**src/hdl/serial_link_pkg.sv**
```systemverilog
// Constants, types and the shared bit-to-slot map for the serial link pair.
package serial_link_pkg;
    localparam int WORD_BITS = 28;
    localparam int LANES = 4;
    localparam int SLOTS = 7;
    localparam logic [2:0] LAST_SLOT = 3'h6;
    localparam logic [2:0] FWD_CLK_HIGH_SLOTS = 3'h4;
    localparam int REF_CLK_PERIOD_NS = 10;
    localparam int LOCK_TIME_MS = 10;
    localparam int LOCK_CYCLES = LOCK_TIME_MS * 1000000 / REF_CLK_PERIOD_NS;
    localparam logic [6:0] CLOCK_LOSS_CYCLES = 7'h40;
    localparam logic [2:0] RX_LOCK_FRAMES = 3'h4;
    localparam logic [2:0] STROBE_LOW_CYCLES = 3'h4;
    localparam logic [WORD_BITS-1:0] WORD_RESET = 28'h0000000;

    typedef enum logic [1:0] {TX_OFF, TX_LOCKING, TX_RUN} tx_mode_t;

    typedef struct packed {
        tx_mode_t mode;
        logic [31:0] lock_cnt;
        logic [6:0] idle_cnt;
        logic [WORD_BITS-1:0] word;
        logic [2:0] slot;
        logic active;
        logic [LANES-1:0] lane_out;
        logic clk_out;
        logic oe;
    } tx_state_t;

    typedef struct packed {
        logic [WORD_BITS-1:0] buffer;
        logic [WORD_BITS-1:0] word;
        logic [2:0] slot;
        logic busy;
        logic locked;
        logic [2:0] frames;
        logic [6:0] idle_cnt;
        logic strobe;
        logic [2:0] strobe_cnt;
    } rx_state_t;

    // Lane l carries word bits l*7 .. l*7+6, slot 0 first on the wire.
    function automatic logic [4:0] bit_index(input int lane, input int slot);
        bit_index = 5'(lane * SLOTS + slot);
    endfunction
endpackage

```
**src/hdl/serial_link_pair.sv**
```systemverilog
// Serialiser and deserialiser ends of the 28-bit four-lane link.
//
// Overview of operation
// Capture whole word on each strobe rising edge.
// Send word on four lanes plus clock.
// Transmitter power-down floats all serial outputs.
// Receiver word strobed by output clock rising.
// Receiver power-down drives all parallel outputs low.
// Idle-high lanes with running clock yield ones.
// Stopped receive clock holds last word.
// Stopped receive clock holds strobe high.
// Seven bit slots per lane per clock.
// Controller asserts power-down while clock stopped.
// Outputs start after fixed lock time.
// Same fixed bit-to-slot map both ends.
// Receiver presents words only after lock.
`timescale 1ns/100ps
module serial_link_pair #(
    parameter int LOCK_CYCLES = serial_link_pkg::LOCK_CYCLES
) (
    input wire logic ref_clk, // System clock, 100 MHz.
    input wire logic rst_b, // Asynchronous reset, active low.
    input wire logic [27:0] parallel_tx_word, // Word to send.
    input wire logic tx_word_strobe_in, // Transmit word clock.
    input wire logic tx_power_down_n, // Transmitter power-down, low.
    output logic [3:0] serial_lane_out, // Serial data lanes.
    output logic [3:0] serial_lane_oe, // Lane drivers enabled.
    output logic forwarded_clock_out, // Forwarded clock lane.
    output logic forwarded_clock_oe, // Clock driver enabled.
    input wire logic [3:0] serial_lane_in, // Received serial lanes.
    input wire logic forwarded_clock_in, // Received clock lane.
    input wire logic rx_power_down_n, // Receiver power-down, low.
    output logic [27:0] parallel_rx_word, // Recovered word.
    output logic rx_word_strobe_out // Recovered word strobe.
);
    localparam int W = serial_link_pkg::WORD_BITS;
    localparam int L = serial_link_pkg::LANES;

    // Every pin input but ref_clk and rst_b passes two flip-flops before use.
    logic [W-1:0] tx_word_s1, tx_word_s2;
    logic tx_strobe_s1, tx_strobe_s2, tx_strobe_d;
    logic tx_pd_s1, tx_pd_s2;
    logic [L-1:0] rx_lane_s1, rx_lane_s2;
    logic rx_clk_s1, rx_clk_s2, rx_clk_d;
    logic rx_pd_s1, rx_pd_s2;

    always_ff @(posedge ref_clk or negedge rst_b) begin
        if (!rst_b) begin
            tx_word_s1 <= serial_link_pkg::WORD_RESET;
            tx_word_s2 <= serial_link_pkg::WORD_RESET;
            tx_strobe_s1 <= 1'b0;
            tx_strobe_s2 <= 1'b0;
            tx_strobe_d <= 1'b0;
            tx_pd_s1 <= 1'b0;
            tx_pd_s2 <= 1'b0;
            rx_lane_s1 <= 4'h0;
            rx_lane_s2 <= 4'h0;
            // An undriven clock lane idles high. Resetting to that level
            // keeps the first sample after reset from looking like an edge.
            rx_clk_s1 <= 1'b1;
            rx_clk_s2 <= 1'b1;
            rx_clk_d <= 1'b1;
            rx_pd_s1 <= 1'b0;
            rx_pd_s2 <= 1'b0;
        end else begin
            tx_word_s1 <= parallel_tx_word;
            tx_word_s2 <= tx_word_s1;
            tx_strobe_s1 <= tx_word_strobe_in;
            tx_strobe_s2 <= tx_strobe_s1;
            tx_strobe_d <= tx_strobe_s2;
            tx_pd_s1 <= tx_power_down_n;
            tx_pd_s2 <= tx_pd_s1;
            rx_lane_s1 <= serial_lane_in;
            rx_lane_s2 <= rx_lane_s1;
            rx_clk_s1 <= forwarded_clock_in;
            rx_clk_s2 <= rx_clk_s1;
            rx_clk_d <= rx_clk_s2;
            rx_pd_s1 <= rx_power_down_n;
            rx_pd_s2 <= rx_pd_s1;
        end
    end

    wire tx_edge = tx_strobe_s2 & ~tx_strobe_d;
    wire rx_edge = rx_clk_s2 & ~rx_clk_d;

    serial_link_pkg::tx_state_t tx, next_tx;
    serial_link_pkg::rx_state_t rx, next_rx;

    // Transmit side.
    always_comb begin
        next_tx = tx;
        if (tx_edge) begin
            next_tx.idle_cnt = 7'h00;
        end else if (tx.idle_cnt != serial_link_pkg::CLOCK_LOSS_CYCLES) begin
            next_tx.idle_cnt = tx.idle_cnt + 7'h01;
        end
        if (!tx_pd_s2) begin
            next_tx.mode = serial_link_pkg::TX_OFF;
            next_tx.lock_cnt = 32'h0;
            next_tx.active = 1'b0;
        end else begin
            unique case (tx.mode)
                serial_link_pkg::TX_OFF: begin
                    next_tx.mode = serial_link_pkg::TX_LOCKING;
                    next_tx.lock_cnt = 32'h0;
                end
                serial_link_pkg::TX_LOCKING: begin
                    // Lock only accrues while the word clock is running.
                    if (tx.idle_cnt ==
                            serial_link_pkg::CLOCK_LOSS_CYCLES) begin
                        next_tx.lock_cnt = 32'h0;
                    end else if (tx.lock_cnt >= 32'(LOCK_CYCLES - 1)) begin
                        next_tx.mode = serial_link_pkg::TX_RUN;
                    end else begin
                        next_tx.lock_cnt = tx.lock_cnt + 32'h1;
                    end
                end
                serial_link_pkg::TX_RUN: begin
                    // A stopped clock is the controller's job to handle.
                    // The lanes then go quiet, as no edge starts a frame.
                    if (tx_edge) begin
                        next_tx.word = tx_word_s2;
                        next_tx.slot = 3'h0;
                        next_tx.active = 1'b1;
                    end else if (tx.active) begin
                        if (tx.slot == serial_link_pkg::LAST_SLOT) begin
                            next_tx.active = 1'b0;
                        end else begin
                            next_tx.slot = tx.slot + 3'h1;
                        end
                    end
                end
            endcase
        end
        next_tx.oe = next_tx.mode == serial_link_pkg::TX_RUN;
        next_tx.clk_out = next_tx.oe && next_tx.active &&
            next_tx.slot < serial_link_pkg::FWD_CLK_HIGH_SLOTS;
        for (int l = 0; l < L; l++) begin
            next_tx.lane_out[l] = next_tx.oe && next_tx.active &&
                next_tx.word[serial_link_pkg::bit_index(l,
                32'(next_tx.slot))];
        end
    end

    // Receive side; the frame starts on the forwarded clock rising edge.
    always_comb begin
        next_rx = rx;
        if (!rx_pd_s2) begin
            next_rx.word = serial_link_pkg::WORD_RESET;
            next_rx.strobe = 1'b0;
            next_rx.strobe_cnt = 3'h0;
            next_rx.locked = 1'b0;
            next_rx.frames = 3'h0;
            next_rx.busy = 1'b0;
            next_rx.idle_cnt = 7'h00;
        end else begin
            if (rx_edge) begin
                next_rx.idle_cnt = 7'h00;
            end else if (rx.idle_cnt !=
                    serial_link_pkg::CLOCK_LOSS_CYCLES) begin
                next_rx.idle_cnt = rx.idle_cnt + 7'h01;
            end else begin
                // Clock lost: relock later, but keep the last word.
                next_rx.locked = 1'b0;
                next_rx.frames = 3'h0;
                next_rx.busy = 1'b0;
            end
            // Several frames must arrive before a word is shown, so a relock
            // after clock loss never presents a half-sampled word.
            if (rx_edge) begin
                next_rx.slot = 3'h0;
                next_rx.busy = 1'b1;
                if (!rx.locked) begin
                    next_rx.frames = rx.frames + 3'h1;
                    next_rx.locked = next_rx.frames ==
                        serial_link_pkg::RX_LOCK_FRAMES;
                end
            end else if (rx.busy) begin
                next_rx.slot = rx.slot + 3'h1;
            end
            if (rx_edge || rx.busy) begin
                for (int l = 0; l < L; l++) begin
                    next_rx.buffer[serial_link_pkg::bit_index(l,
                        32'(next_rx.slot))] = rx_lane_s2[l];
                end
                if (next_rx.slot == serial_link_pkg::LAST_SLOT) begin
                    next_rx.busy = 1'b0;
                    if (rx.locked) begin
                        next_rx.word = next_rx.buffer;
                        next_rx.strobe = 1'b0;
                        next_rx.strobe_cnt = 3'h0;
                    end
                end
            end
            // The strobe rises after the word has settled and idles high.
            if (!rx.strobe && next_rx.strobe_cnt == rx.strobe_cnt) begin
                if (rx.strobe_cnt ==
                        serial_link_pkg::STROBE_LOW_CYCLES - 3'h1) begin
                    next_rx.strobe = 1'b1;
                end else begin
                    next_rx.strobe_cnt = rx.strobe_cnt + 3'h1;
                end
            end
        end
    end

    always_ff @(posedge ref_clk or negedge rst_b) begin
        if (!rst_b) begin
            tx <= '0;
            rx <= '0;
        end else begin
            tx <= next_tx;
            rx <= next_rx;
        end
    end

    assign serial_lane_out = tx.lane_out;
    assign serial_lane_oe = {L{tx.oe}};
    assign forwarded_clock_out = tx.clk_out;
    assign forwarded_clock_oe = tx.oe;
    assign parallel_rx_word = rx.word;
    assign rx_word_strobe_out = rx.strobe;
endmodule

```
**config.mk**
```make
export PLATFORM = sky130hd
export DESIGN_NAME = serial_link_pair
export DESIGN_NICKNAME = d
export VERILOG_FILES = /design/src/hdl/serial_link_pkg.sv /design/src/hdl/serial_link_pair.sv
export SDC_FILE = /design/constraint.sdc
export NUM_CORES = 1
export LEC_CHECK = 0
export BUFFER_PORTS_ARGS = -buffer_cell sky130_fd_sc_hd__buf_2
export CELL_PAD_IN_SITES_DETAIL_PLACEMENT = 0
export CELL_PAD_IN_SITES_GLOBAL_PLACEMENT = 1
export CORE_ASPECT_RATIO = 1.25
export CORE_MARGIN = 5
export CORE_UTILIZATION = 48
export DETAILED_ROUTE_END_ITERATION = 7
export PLACE_DENSITY_LB_ADDON = 0.1
export SLEW_MARGIN = 20
export SYNTH_ARGS = -nofsm -noshare
export SYNTH_HDL_FRONTEND = slang
export SYNTH_SLANG_ARGS = --single-unit
```
**constraint.sdc**
```tcl
create_clock -name ref_clk -period 3.9 [get_ports ref_clk]
set_input_delay 0.39 -clock ref_clk [delete_from_list [all_inputs] [get_ports ref_clk]]
set_output_delay 0.39 -clock ref_clk [all_outputs]
set_load 0.01 [all_outputs]
```
==> results.txt <==
Synth Flop Type: dfrtp_1
grt ovf: 0
Critical Path Slowest Stage Cell: mux4_2
CP Launch Type: register
CP max stage delay: 0.55 ns
max-slew violation count: 0
Crit. Startpoint: tx[7]$_DFF_PN0_
vias per cell: 5.328
worst path cell trace: inv_1 > ha_1 > a21bo_2 > or3_4 > o21a_1 > ha_1 > mux4_2 > mux2_2 > nor2_2
Crit path buffers/inverters: 1
CTS sink count: 227
Mapped Avg Cell Area: 11.30 sq um
Worst VDD drop: 0.3175 mV
layout cells sized above 1: 19.94%
Nets: 1,019
Worst Reg2Reg Path Length in Cells: 9
Final TNS setup: 0 ns
Max Cap Viol: 0
Total Power: 5.806 mW
area occupied by multi-input gates: 3795 sq um
Synthesized Nets: 949
clk_skew: 0.01186 ns
gr usage total: 18.10%
Setup Fix Bufs, Post-CTS: 0
Worst path depth: 9
CP required: 4.34 ns
top-count cell post-synth: dfrtp_1
P_int: 4.372 mW
starting density of the core: 48.50%
Critical Path End: serial_lane_out[1]$_DFF_PN0_
LEAKAGE: 5.673 nW
maximum buffer depth of the clock tree: 3
crit path max fanout: 8
Total Wirelength: 21.40 mm
Fmax achieved: 329.1 MHz
Clk pwr share: 43.6%
fin crit share: 77.91%
pre-CTS setup slack: 0.8273 ns
HP Start: parallel_tx_word[0]
Seq/Total Area, Yosys: 56.50%
PortBufs: 76
CTS tree: built
die area: 23,970 sq um
cell count after synthesis: 890
Switch Pwr: 1.435 mW
worst r2r src: tx[7]$_DFF_PN0_
first-pass GRT wire length: 36.09 mm
Core Area: 20,740 sq um
chip height: 171.9 um
Top Family by Delay on Critical Path: multiplexers
WS Path Type: register to register
dpl cell area: 10,390 sq um
min Tclk post-route: 3.039 ns
Hold Crit Class: primary input to register
Reg2Reg Setup Slack: 0.86 ns
CP endpoint kind: register
largest net degree at the start of global routing: 106
Core Util, Final: 56.17%
H-tree depth: 1
pwr dens: 498.4 nW/um^2
post-synth top area share: 55.72%
Die X: 139.5 um
Area Growth Syn to Fin: 15.82%
status: finished, final reports clean
CTS resizes: 0
Routed WL per cell: 17.09 um
# diodes: 0
unrepaired setup endpoints after global routing: false
vias in the first global route: 7,115
yosys warns: 0
EDFF count, synth: 0
Worst-path clk slew: 0.07 ns
dominant cells by area after synthesis: dfrtp_1 56%, mux2i_1 5.1%, mux2_2 4.0%, o21ai_0 3.5%, nand2_1 3.3%
# IOs: 77
clk root buf: clkbuf_16
DR vias: 6,671
ys async rst share: 100.0%
switching share of power: 24.71%
DRC: 0
Hold Vio Cnt, Final: 0
antenna violations before repair: 0
HPWL after DPL: 14.50 mm
Worst-Margin Slew: 0.8761 ns
Mapped Area: 10,060 sq um
Synth cell types: 63
Critical Path Most Common Cell: ha_1
post-route setup slack: 0.8613 ns
FF-to-FF End: serial_lane_out[1]$_DFF_PN0_
Rows: 59
Setup-failing EPs final: 0
CP arrival: 3.48 ns
Num CTS Buffers: 24
area leader, netlist: dfrtp_1
design area: 11,650 sq um
worst rel slew slack: 41.11%
sequential power share: 45.4%
Initial DRC Count: 264
DR pass1 iterations: 6
Filler cells: 1,761
worst skew pair latency: 0.51 ns
Comb pwr share: 11.0%
Synth top cells by count: 224 x dfrtp_1, 89 x nand2_1, 70 x o21ai_0
remaining antenna violation count: 0
flops & latches, synth: 227
register area: 5684 sq um
placer congestion estimate: 0.8153
## state kept, by name, summed over array words and instances, names as in the netlist, 4 cells and up
signal,flops
tx_word_s1,28
rx_lane_s1,4
tx_word_s2,28
serial_lane_out,4
rx_lane_s2,4
rx,45
parallel_rx_word,28
tx,73
## cell families (layout without fill, tap and decap cells)
logic type | count (synthesis) | in the layout | synth area share (%)
and+or+nand+nor | 271 | 271 | 13.08
DFF | 227 | 227 | 56.51
AOI/OAI and AO/OA | 158 | 158 | 9.926
buffers and inverters | 104 | 192 | 5.821
muxes | 97 | 97 | 11.01
adders and majority gates | 21 | 21 | 2.612
xor gates and xnor gates | 12 | 12 | 1.045
## power groups by stage
stage / logic, mW / clock network, mW / registers [mW]
finish: 0.638 / 2.53 / 2.64
detailed placement: 0.621 / 0 / 2.68
global placement: 0.602 / 0 / 2.67
floorplan: 0.434 / 0 / 2.64
global route: 0.726 / 2.68 / 2.65
CTS: 0.650 / 2.59 / 2.64
## placed cells by master (no fill, tap or decap), types with 26 or more instances in the layout
cell type        n
nor2_1          58
mux2_2          36
dfrtp_1        224
nand3_1         34
buf_2           75
dlygate4sd3_1   36
inv_1           26
mux2i_1         51
nand2_1         89
o21ai_0         69
## layout make-up
cell class | count | area share (%)
clock buffer | 30 | 5.874
multi-input combinational | 559 | 32.57
sequential | 227 | 48.79
timing repair buffer | 120 | 7.066
tap | 274 | 2.942
inverter | 28 | 0.9021
clock inverter | 14 | 1.858
## metal layers
metal	GRT usage (%)	share of wire [%]
met1	21.86	41
met2	33.72	53
met3	2.656	3.5
met4	5.319	2.4
met5	0	0
## stage by stage
step / hold WS (ns) / std cells
CTS: 0.006514 / 1252
global placement: 0.3330 / 1172
floorplan: 0.09441 / 890
finish: 0.02550 / 1252
global route: 0.002055 / 1252
detailed placement: 0.3347 / 1172
## worst min path at each step
stage                              endpoint  cells past startpoint  slack, ns
2_1_floorplan  forwarded_clock_oe$_DFF_PN0_                      0       0.09
3_3_place_gp       tx_word_s2[18]$_DFF_PN0_                      0       0.33
3_5_place_dp       tx_word_s2[26]$_DFF_PN0_                      0       0.33
4_1_cts             tx_word_s1[0]$_DFF_PN0_                      1      0.007
5_1_grt             tx_word_s1[0]$_DFF_PN0_                      1      0.002
6_report            tx_word_s1[0]$_DFF_PN0_                      1       0.03
## repair_timing
item / in CTS / in global routing
endpoints found under the hold margin: 135 / 0
hold buffers: 36 / 0
endpoints found under the setup margin: 0 / 0
No activity file was read; power rests on OpenSTA's default activity.
